[src/rtl/rbac_pkg.sv]
// shared constants and carriers for the receive bit alignment block
package rbac_pkg;

  // register offsets
  localparam logic [7:0] RBAC_ADDR_BIT_CTRL  = 8'h0c;
  localparam logic [7:0] RBAC_ADDR_COLL_POS  = 8'h0d;
  localparam logic [7:0] RBAC_ADDR_ERR_FLAGS = 8'h20;
  localparam logic [7:0] RBAC_ADDR_IRQ_STAT  = 8'h21;
  localparam logic [7:0] RBAC_ADDR_IRQ_MASK  = 8'h22;

  // rx_bit_control field positions
  localparam int RBAC_KEEP_BIT   = 7;
  localparam int RBAC_OFFS_MSB   = 6;
  localparam int RBAC_OFFS_LSB   = 4;
  localparam int RBAC_COLLISION_AS_INTEGRITY_ERROR_BIT = 3;

  // error flag and interrupt bit positions
  localparam int RBAC_ERR_INTEG  = 0;
  localparam int RBAC_ERR_COLL   = 2;
  localparam int RBAC_IRQ_DONE   = 0;
  localparam int RBAC_IRQ_COLL   = 1;
  localparam int RBAC_IRQ_INTEG  = 2;

  // reset values
  localparam logic [4:0] RBAC_CTRL_RST = 5'h00;
  localparam logic [2:0] RBAC_MASK_RST = 3'h0;

  // collision index range: first 8 bytes of data
  localparam logic [6:0] RBAC_COLL_LIMIT = 7'h40;

  // bit stream from the receive decoder
  typedef struct packed {
    logic start;      // reception starts
    logic bit_valid;  // one data bit this cycle
    logic bit_value;  // its value
    logic bit_coll;   // collision on this bit
    logic frame_end;  // end of exchange
    logic integ_err;  // parity or crc failure
  } rbac_dec_t;

  // assembled byte towards the fifo
  typedef struct packed {
    logic       valid;
    logic [7:0] data;
  } rbac_byte_t;

endpackage : rbac_pkg

[src/rtl/rbac_rx_align.sv]
// Chosen here: strobed register access.
`timescale 1ns/1ps
`default_nettype none
module rbac_rx_align
  import rbac_pkg::*;
(
  input  wire logic       ref_clk,               // device clock, 100 MHz
  input  wire logic       rstn,                  // sync reset, active low
  input  wire logic [7:0] reg_addr,              // register address
  input  wire logic [7:0] reg_wdata,             // write data
  input  wire logic       reg_wr,                // write strobe
  input  wire logic       reg_rd,                // read strobe
  output logic      [7:0] reg_rdata,             // read data, cycle after strobe
  input  wire rbac_dec_t  dec_in,                // receive decoder stream
  output rbac_byte_t      byte_out,              // assembled bytes
  output logic            collision_flag,        // collision seen this reception
  output logic            integrity_error_flag,  // parity, crc or collision error
  output logic            irq                    // level interrupt
);

  // address match used by both write and read decode
  function automatic logic addr_hit(input logic [7:0] addr, input logic [7:0] target);
    addr_hit = (addr == target);
  endfunction : addr_hit

  // control fields of rx_bit_control
  logic       keep_bits_after_collision_q;
  logic [2:0] first_bit_offset_q;
  logic       collision_as_integrity_error_q;
  logic [2:0] last_byte_valid_bits_q;
  logic       bit_oriented;

  // internal status
  logic       collision_index_valid;
  logic [6:0] collision_index;
  logic [2:0] pack_pos;
  logic       coll_event;
  logic       integ_event;
  logic [2:0] irq_events;
  logic [2:0] irq_stat_q;
  logic [2:0] irq_stat_d;
  logic [2:0] irq_mask_q;
  logic [2:0] irq_mask_d;

  // mode select from the offset field
  assign bit_oriented = (first_bit_offset_q != 3'h0);

  // events of the current cycle
  assign coll_event  = dec_in.bit_valid & dec_in.bit_coll;
  assign integ_event = dec_in.integ_err | (coll_event & collision_as_integrity_error_q);

  // control register writes; last-bit field is not host writable
  always_ff @(posedge ref_clk)
  begin
    if (!rstn)
    begin
      keep_bits_after_collision_q    <= RBAC_CTRL_RST[4];
      first_bit_offset_q             <= RBAC_CTRL_RST[3:1];
      collision_as_integrity_error_q <= RBAC_CTRL_RST[0];
    end
    else if (reg_wr && addr_hit(reg_addr, RBAC_ADDR_BIT_CTRL))
    begin
      keep_bits_after_collision_q    <= reg_wdata[RBAC_KEEP_BIT];
      first_bit_offset_q             <= reg_wdata[RBAC_OFFS_MSB:RBAC_OFFS_LSB];
      collision_as_integrity_error_q <= reg_wdata[RBAC_COLLISION_AS_INTEGRITY_ERROR_BIT];
    end
  end

  // last byte valid bits: set at end of bit mode exchange, cleared at start
  always_ff @(posedge ref_clk)
  begin
    if (!rstn)
      last_byte_valid_bits_q <= 3'h0;
    else if (dec_in.start)
      last_byte_valid_bits_q <= 3'h0;
    else if (dec_in.frame_end && bit_oriented)
      last_byte_valid_bits_q <= pack_pos;  // zero when last byte full
  end

  // bit placement into bytes
  rbac_bit_packer u_packer (
    .ref_clk   (ref_clk),
    .rstn      (rstn),
    .start     (dec_in.start),
    .offset    (first_bit_offset_q),
    .keep      (keep_bits_after_collision_q),
    .bit_valid (dec_in.bit_valid),
    .bit_value (dec_in.bit_value),
    .bit_coll  (dec_in.bit_coll),
    .frame_end (dec_in.frame_end),
    .byte_o    (byte_out),
    .pos_o     (pack_pos)
  );

  // first collision position tracking
  rbac_coll_index u_coll (
    .ref_clk   (ref_clk),
    .rstn      (rstn),
    .start     (dec_in.start),
    .offset    (first_bit_offset_q),
    .bit_valid (dec_in.bit_valid),
    .bit_coll  (dec_in.bit_coll),
    .valid_o   (collision_index_valid),
    .index_o   (collision_index)
  );

  // error flags: set wins over the start clear
  always_ff @(posedge ref_clk)
  begin
    if (!rstn)
    begin
      collision_flag       <= 1'b0;
      integrity_error_flag <= 1'b0;
    end
    else
    begin
      collision_flag       <= coll_event | (collision_flag & ~dec_in.start);
      integrity_error_flag <= integ_event | (integrity_error_flag & ~dec_in.start);
    end
  end

  // sticky interrupt status, cleared by read, set wins
  assign irq_events = {integ_event, coll_event, dec_in.frame_end};

  always_comb
  begin
    if (reg_rd && addr_hit(reg_addr, RBAC_ADDR_IRQ_STAT))
      irq_stat_d = irq_events;
    else
      irq_stat_d = irq_stat_q | irq_events;
  end

  always_ff @(posedge ref_clk)
  begin
    if (!rstn)
      irq_stat_q <= 3'h0;
    else
      irq_stat_q <= irq_stat_d;
  end

  // next mask, shared with the interrupt line so both move on one edge
  always_comb
  begin
    if (reg_wr && addr_hit(reg_addr, RBAC_ADDR_IRQ_MASK))
      irq_mask_d = reg_wdata[2:0];
    else
      irq_mask_d = irq_mask_q;
  end

  // interrupt mask register
  always_ff @(posedge ref_clk)
  begin
    if (!rstn)
      irq_mask_q <= RBAC_MASK_RST;
    else
      irq_mask_q <= irq_mask_d;
  end

  // interrupt line from next status and mask
  always_ff @(posedge ref_clk)
  begin
    if (!rstn)
      irq <= 1'b0;
    else
      irq <= |(irq_stat_d & irq_mask_d);  // no stale line after a mask write
  end

  // read data, one cycle after the strobe; unmapped reads zero
  always_ff @(posedge ref_clk)
  begin
    if (!rstn)
      reg_rdata <= 8'h00;
    else if (!reg_rd)
      reg_rdata <= 8'h00;
    else if (addr_hit(reg_addr, RBAC_ADDR_BIT_CTRL))
      reg_rdata <= {keep_bits_after_collision_q, first_bit_offset_q,
                    collision_as_integrity_error_q, last_byte_valid_bits_q};
    else if (addr_hit(reg_addr, RBAC_ADDR_COLL_POS))
      reg_rdata <= {collision_index_valid, collision_index};
    else if (addr_hit(reg_addr, RBAC_ADDR_ERR_FLAGS))
      reg_rdata <= {5'h00, collision_flag, 1'b0, integrity_error_flag};
    else if (addr_hit(reg_addr, RBAC_ADDR_IRQ_STAT))
      reg_rdata <= {5'h00, irq_stat_q};
    else if (addr_hit(reg_addr, RBAC_ADDR_IRQ_MASK))
      reg_rdata <= {5'h00, irq_mask_q};
    else
      reg_rdata <= 8'h00;
  end
endmodule : rbac_rx_align
`default_nettype wire

[src/rtl/rbac_bit_packer.sv]
`timescale 1ns/1ps
`default_nettype none
module rbac_bit_packer
  import rbac_pkg::*;
(
  input  wire logic       ref_clk,    // device clock
  input  wire logic       rstn,       // sync reset, active low
  input  wire logic       start,      // reception starts
  input  wire logic [2:0] offset,     // first bit position
  input  wire logic       keep,       // keep bits after collision
  input  wire logic       bit_valid,  // data bit strobe
  input  wire logic       bit_value,  // data bit
  input  wire logic       bit_coll,   // collision on bit
  input  wire logic       frame_end,  // end of exchange
  output rbac_byte_t      byte_o,     // assembled byte
  output logic      [2:0] pos_o       // next free bit position
);

  logic [7:0] acc_q;
  logic       coll_seen_q;
  logic       filled_q;
  logic       stored;
  logic [7:0] merged;

  // bits after a collision become zero unless kept
  always_comb
  begin
    stored         = bit_value & ~(coll_seen_q & ~keep);
    merged         = acc_q;
    merged[pos_o]  = stored;
  end

  // position and accumulator
  always_ff @(posedge ref_clk)
  begin
    if (!rstn)
    begin
      pos_o       <= 3'h0;
      acc_q       <= 8'h00;
      coll_seen_q <= 1'b0;
      filled_q    <= 1'b0;
    end
    else if (start)
    begin
      pos_o       <= offset;
      acc_q       <= 8'h00;
      coll_seen_q <= 1'b0;
      filled_q    <= 1'b0;
    end
    else if (bit_valid)
    begin
      pos_o       <= pos_o + 3'h1;  // wraps 7 to 0 of next byte
      acc_q       <= (pos_o == 3'h7) ? 8'h00 : merged;
      coll_seen_q <= coll_seen_q | bit_coll;
      filled_q    <= (pos_o != 3'h7);
    end
  end

  // byte output: full byte, or partial byte at frame end
  always_ff @(posedge ref_clk)
  begin
    if (!rstn)
      byte_o <= '0;
    else if (bit_valid && !start && pos_o == 3'h7)
      byte_o <= '{valid: 1'b1, data: merged};
    else if (frame_end && filled_q)
      byte_o <= '{valid: 1'b1, data: acc_q};
    else
      byte_o <= '{valid: 1'b0, data: byte_o.data};
  end

endmodule : rbac_bit_packer
`default_nettype wire

[src/rtl/rbac_coll_index.sv]
`timescale 1ns/1ps
`default_nettype none
module rbac_coll_index
  import rbac_pkg::*;
(
  input  wire logic       ref_clk,    // device clock
  input  wire logic       rstn,       // sync reset, active low
  input  wire logic       start,      // reception starts
  input  wire logic [2:0] offset,     // first bit position
  input  wire logic       bit_valid,  // data bit strobe
  input  wire logic       bit_coll,   // collision on bit
  output logic            valid_o,    // index valid
  output logic      [6:0] index_o     // first collision index
);

  logic [6:0] cnt_q;
  logic       seen_q;

  // bit counter starting at the offset, saturating past the range
  always_ff @(posedge ref_clk)
  begin
    if (!rstn)
      cnt_q <= 7'h00;
    else if (start)
      cnt_q <= {4'h0, offset};
    else if (bit_valid && cnt_q < RBAC_COLL_LIMIT)
      cnt_q <= cnt_q + 7'h01;
  end

  // capture first collision only
  always_ff @(posedge ref_clk)
  begin
    if (!rstn)
    begin
      seen_q  <= 1'b0;
      valid_o <= 1'b0;
      index_o <= 7'h00;
    end
    else if (start)
    begin
      seen_q  <= 1'b0;
      valid_o <= 1'b0;
      index_o <= 7'h00;
    end
    else if (bit_valid && bit_coll && !seen_q)
    begin
      seen_q  <= 1'b1;
      valid_o <= (cnt_q < RBAC_COLL_LIMIT);
      index_o <= (cnt_q < RBAC_COLL_LIMIT) ? cnt_q : 7'h00;
    end
  end

endmodule : rbac_coll_index
`default_nettype wire

[config.mk]
export PLATFORM = sky130hd
export DESIGN_NAME = rbac_rx_align
export DESIGN_NICKNAME = d
export VERILOG_FILES = /design/src/rtl/rbac_pkg.sv /design/src/rtl/rbac_rx_align.sv /design/src/rtl/rbac_bit_packer.sv /design/src/rtl/rbac_coll_index.sv
export SDC_FILE = /design/constraint.sdc
export NUM_CORES = 1
export LEC_CHECK = 0
export BUFFER_PORTS_ARGS = -buffer_cell sky130_fd_sc_hd__buf_2
export CORE_UTILIZATION = 36
export DETAILED_ROUTE_END_ITERATION = 6
export GPL_ROUTABILITY_DRIVEN = 0
export HOLD_SLACK_MARGIN = 0.03
export SLEW_MARGIN = 20
export SYNTH_ARGS = -nofsm -noshare
export SYNTH_HDL_FRONTEND = slang
export SYNTH_HIERARCHICAL = 1
export SYNTH_SLANG_ARGS = --single-unit
[constraint.sdc]
create_clock -name ref_clk -period 2.3 [get_ports ref_clk]
set_clock_uncertainty 0.15 [all_clocks]
set_input_delay 0.46 -clock ref_clk [delete_from_list [all_inputs] [get_ports ref_clk]]
set_output_delay 0.46 -clock ref_clk [all_outputs]
set_load 0.02 [all_outputs]
Word-level counts from Yosys, hierarchy flattened --
Cells that the tools add are included.
Word-level totals: flip-flop bits (word level) 63, word-level logic and storage cells 87, output and inout port bits 20
Cells by class: reduce and logical (&&, ||, !) cells 20, add/subtract/negate cells 2, magnitude comparators 3, bitwise operators 16, equality and inequality tests 7, mux-type cells 18
Operators by type and width (count):
- 2-to-1 mux 3 bit | 9
- equality test 8 x 6 -> 1 bit (second input constant) | 3
- 2-to-1 mux 8 bit | 3
- 2-to-1 mux 9 bit | 2
- equality test 8 x 4 -> 1 bit (second input constant) | 2
- logical AND 1 bit | 11
- bitwise mux 8 bit | 1
- adder 7 x 1 -> 7 bit (second input constant) | 1
- < comparator 7 bit (second input constant) | 1
- 2-to-1 mux 7 bit | 1
- AND 1 bit | 6
- nonzero test 2 bit | 3
- < comparator 3 x 4 -> 1 bit (second input constant) | 1
- NOT 1 bit | 4
- bitwise OR 1 bit | 4
- adder 3 x 1 -> 3 bit (second input constant) | 1
- AND 3 bit | 1
- demux 1 bit (select 3 bit) | 1
- equality test 3 bit (second input constant) | 1
- >= comparator 3 x 1 -> 1 bit (second input constant) | 1
- != test 3 bit (second input constant) | 1
- bitwise OR 3 bit | 1
- nonzero test 3 bit | 1
- OR reduction 3 bit | 1
- 4 further kinds | 5

Longest topological paths before layout --
depth in word-level cells 7, depth in mapped cells 7

Hierarchy --
The synthesis kept the hierarchy.
Modules (own cells, without submodules):
- rbac_bit_packer | instances 1, area each 1268.7 um^2, cells each 141, seq. area each 440.4 um^2
- rbac_rx_align | instances 1, area each 1218.7 um^2, cells each 125, seq. area each 500.5 um^2
- rbac_coll_index | instances 1, area each 646.9 um^2, cells each 75, seq. area each 300.3 um^2

Least setup slack after synthesis --
Ideal clock, no wire load.
path kind reg2reg, start point register u_packer.pos_o[1], end point register u_packer.acc_q[0], slack 646 ps, arrival 1387 ps, stages on the path, launching flop included 7, period minus slack after synthesis 1654 ps, setup time 117 ps, path buffers 2, path through dfxtp_1 > ha_1 > ha_1 > buf_2 > and4b_1 > buf_2 > a32o_1
Between the ends: cells in the longest elaborated chain, start to end 6, elaborated cells between the ends (all ways) 8
RTL lines:
- from (decl) | RTL line rbac_bit_packer.sv:16 | output logic [2:0] pos_o
- from (signal assigned) | RTL line rbac_bit_packer.sv:45 | pos_o <= offset;
- from (signal assigned) | RTL line rbac_bit_packer.sv:52 | pos_o <= pos_o + 3'h1;
- < comparator 3 x 4 -> 1 bit (not written as such) / >= comparator 3 x 1 -> 1 bit (equally long branches) | RTL line rbac_bit_packer.sv:30 | merged[pos_o] = stored;
- logical AND 1 bit (not written as such) | RTL line rbac_bit_packer.sv:30
- 2-to-1 mux 1 bit (not written as such) | RTL line rbac_bit_packer.sv:30
- demux 1 bit (select 3 bit)
- bitwise mux 8 bit | RTL line rbac_bit_packer.sv:30
- 2-to-1 mux 8 bit (*) | RTL line rbac_bit_packer.sv:53 | acc_q <= (pos_o == 3'h7) ? 8'h00 : merged;
- to (signal assigned) | RTL line rbac_bit_packer.sv:53
- to (decl) | RTL line rbac_bit_packer.sv:19 | logic [7:0] acc_q;
Every way passes the cells marked *; elsewhere a longest branch is shown, timed or not. A chain may end at the register's enable or synchronous reset.

Worst setup path after layout --
start point register u_packer.pos_o[0], end point register u_packer.acc_q[0]
The elaborated chain is that of the path after synthesis.

==> flow_summary.ini <==
[status]
status = completed

[clock_network]
cts.clk_slew.worst_paths_ps = 70
clk-insertion-delay-late_ps = 340
postCtsSetupRepairBufs = 0
cts_made_buffers = 9
cts-root-to-sink-buffers = 2
cts.repair.resized = 0
holdBufCountCts = 0
cts_max_level = 3
root_buffer = clkbuf_8
cts_tree = done
cts_num_sinks = 62

[timing]
slew_viol_final = 0
rsz0062_at_grt = no
timing.setup.tns_ps = 0
finalSetupViolations = 0
fmax_mhz = 578
finalHoldViolCount = 0
period_share = 0.753
final.min_clock_period_ps = 1730

[setup_path]
criticalPathCategory = reg -> reg
rr_worst_depth = 5
cp.arrival_ps = 1850
startpoint_type = flip-flop
rr_startpoint = u_packer/pos_o[0]$_SDFFE_PN0P_
r2r-end = u_packer/acc_q[0]$_SDFFE_PP0P_
crit_required_ps = 2420
r2r_setup_slack_ps = 570
cp_max_fo = 9
end_kind = flip-flop

[global_routing]
antenna_found_initial = 0
grt_pass1_wl_mm = 11.8
grt_usage = 0.173
grt_max_degree = 26
gr-total-overflow = 0
grt_pass1_vias = 2432

[detailed_routing]
totalWireLength_mm = 7.33
vias = 2616
dr.pass1.iters = 4
drt_iter0_markers = 67
drcViolationCount = 0
via_per_inst = 5.37
antenna_left = 0
wl_per_cell_um = 15.0

[floorplanning]
start_util = 0.376
rows = 33
die_y_um = 95.3
die_x_um = 95.3
dieArea_um2 = 9080
fp.coreArea_um2 = 8340
io_pins = 46

[yosys]
synth_cells = 341
synth.avg_cell_area_um2 = 9.19
async_reset_ff_frac = 0
synth_top_area_frac = 0.396
synth_common_cells = dfxtp_1, nor2_1, a21oi_1
synth_edf_count = 0
syn_area_um2 = 3130
synth_ff_type = dfxtp_1
yosysMostFrequentCell = dfxtp_1
synth_fp_nets = 370
ys_seq_area_frac = 0.396
yosysWarnings = 6
synth-seq-cells = 62
synth.area.top_cells = dfxtp_1, mux2i_1, a21oi_1
synth_top_cell_by_area = dfxtp_1
ys_types = 55

[place]
io_buffers = 45
hpwlAfterDp_mm = 5.12
post_dp_cell_area_um2 = 3370

[final_layout]
utilization = 0.431
drive_gt1_frac = 0.215
area.growth.synth_to_final_pct = 14.6
n_antenna_cell = 0
nFillCells = 859
final_nets = 406
final_cell_area_um2 = 3590
multi_input_area_um2 = 1680
final-seq-area_um2 = 1240

[power]
power.density_nw_per_um2 = 654
ir_drop_mv = 0.418
cellLeakagePower_nw = 1.43

[flow_run]
drv_cap = 0

[worst_hold_path]
min-delay-start = reg_wdata[3]
whs_endpoint = collision_as_integrity_error_q$_SDFFE_PN0P_
hold_path_class = in -> reg
whs_path_depth = 3
[critical path, cell delays in order, from the launching register on]
cell and delay (ps):
dfxtp_1 320, ha_1 200, ha_1 210, buf_4 170, and4b_1 450, a32o_1 180
[report_power, final]
group	total, mW	switching [mW]	internal [mW]	leakage (nW)
Combinational	0.177	0.111	0.0657	0.816
Sequential	1.10	0.0123	1.09	0.502
Clock	1.07	0.432	0.642	0.113
[cells in the final DEF (no fill, tap or decap), types with 9 or more instances in the layout]
master	count
nor2_1	26
inv_1	9
nor2b_1	14
clkbuf_8	10
nand2_1	18
o21ai_0	10
dfxtp_1	62
nand3_1	11
mux2i_1	19
nand3b_1	13
a211oi_1	9
a21oi_1	21
buf_2	45
and3_1	9
[through the flow]
step	hold slack, ps	total power [mW]	cells	worst slack (ps)
floorplan	282	1.24	341	646
global placement	297	1.30	471	313
detailed placement	303	1.30	471	252
CTS	231	2.38	487	571
global route	246	2.44	487	452
finish	247	2.35	487	569
[final cells by class]
| class | count | share of cell area |
|---|---|---|
| flip-flops and latches | 62 | 0.346 |
| inverters | 9 | 0.00940 |
| clock buffers | 11 | 0.0394 |
| well taps | 105 | 0.0366 |
| multi-input cells | 243 | 0.469 |
| clock inverters | 5 | 0.0230 |
| repair buffers | 52 | 0.0773 |
[routing by layer]
layer | vias up | track usage | routed length [um]
met1 | 1234 | 0.219 | 3390
met5 | - | 0 | 0
li1 | 1321 | - | -
met3 | 7 | 0.0486 | 329
met4 | 0 | 0.0492 | 75
met2 | 54 | 0.285 | 3540
[cells by family (layout without fill, tap and decap cells)]
| logic type | Yosys count | count (layout) | synth area share |
|---|---|---|---|
| AO/OA/AOI/OAI | 85 | 85 | 0.192 |
| XOR/XNOR | 3 | 3 | 0.00838 |
| adder cells (fa/ha/maj) | 3 | 3 | 0.0120 |
| buffers and inverters | 36 | 77 | 0.0667 |
| flip-flops | 62 | 62 | 0.396 |
| multiplexers | 21 | 21 | 0.0679 |
| other | 1 | 1 | 0.00120 |
| AND/OR/NAND/NOR | 130 | 130 | 0.255 |
[state kept, by name, summed over array words and instances (netlist names), 3 cells and up]
name                    flops
first_bit_offset_q          3
irq_mask_q                  3
irq_stat_q                  3
last_byte_valid_bits_q      3
reg_rdata                   8
u_coll/cnt_q                7
u_coll/index_o              6
u_packer/acc_q              8
u_packer/byte_o             9
u_packer/pos_o              3
[how the worst max path moves through the flow]
stage / slack [ps] / end / from
after global routing: 450 / u_packer/acc_q[1]$_SDFFE_PP0P_ / u_packer/pos_o[0]$_SDFFE_PN0P_
final: 570 / u_packer/acc_q[0]$_SDFFE_PP0P_ / u_packer/pos_o[0]$_SDFFE_PN0P_
after CTS: 570 / u_packer/acc_q[4]$_SDFFE_PP0P_ / u_packer/pos_o[0]$_SDFFE_PN0P_
after floorplan: 650 / u_packer/acc_q[0]$_SDFFE_PP0P_ / u_packer/pos_o[1]$_SDFFE_PN0P_
after detailed placement: 250 / keep_bits_after_collision_q$_SDFFE_PN0P_ / reg_addr[4]
after global placement: 310 / collision_as_integrity_error_q$_SDFFE_PN0P_ / reg_addr[4]
Power figures use the tool's default switching activity.
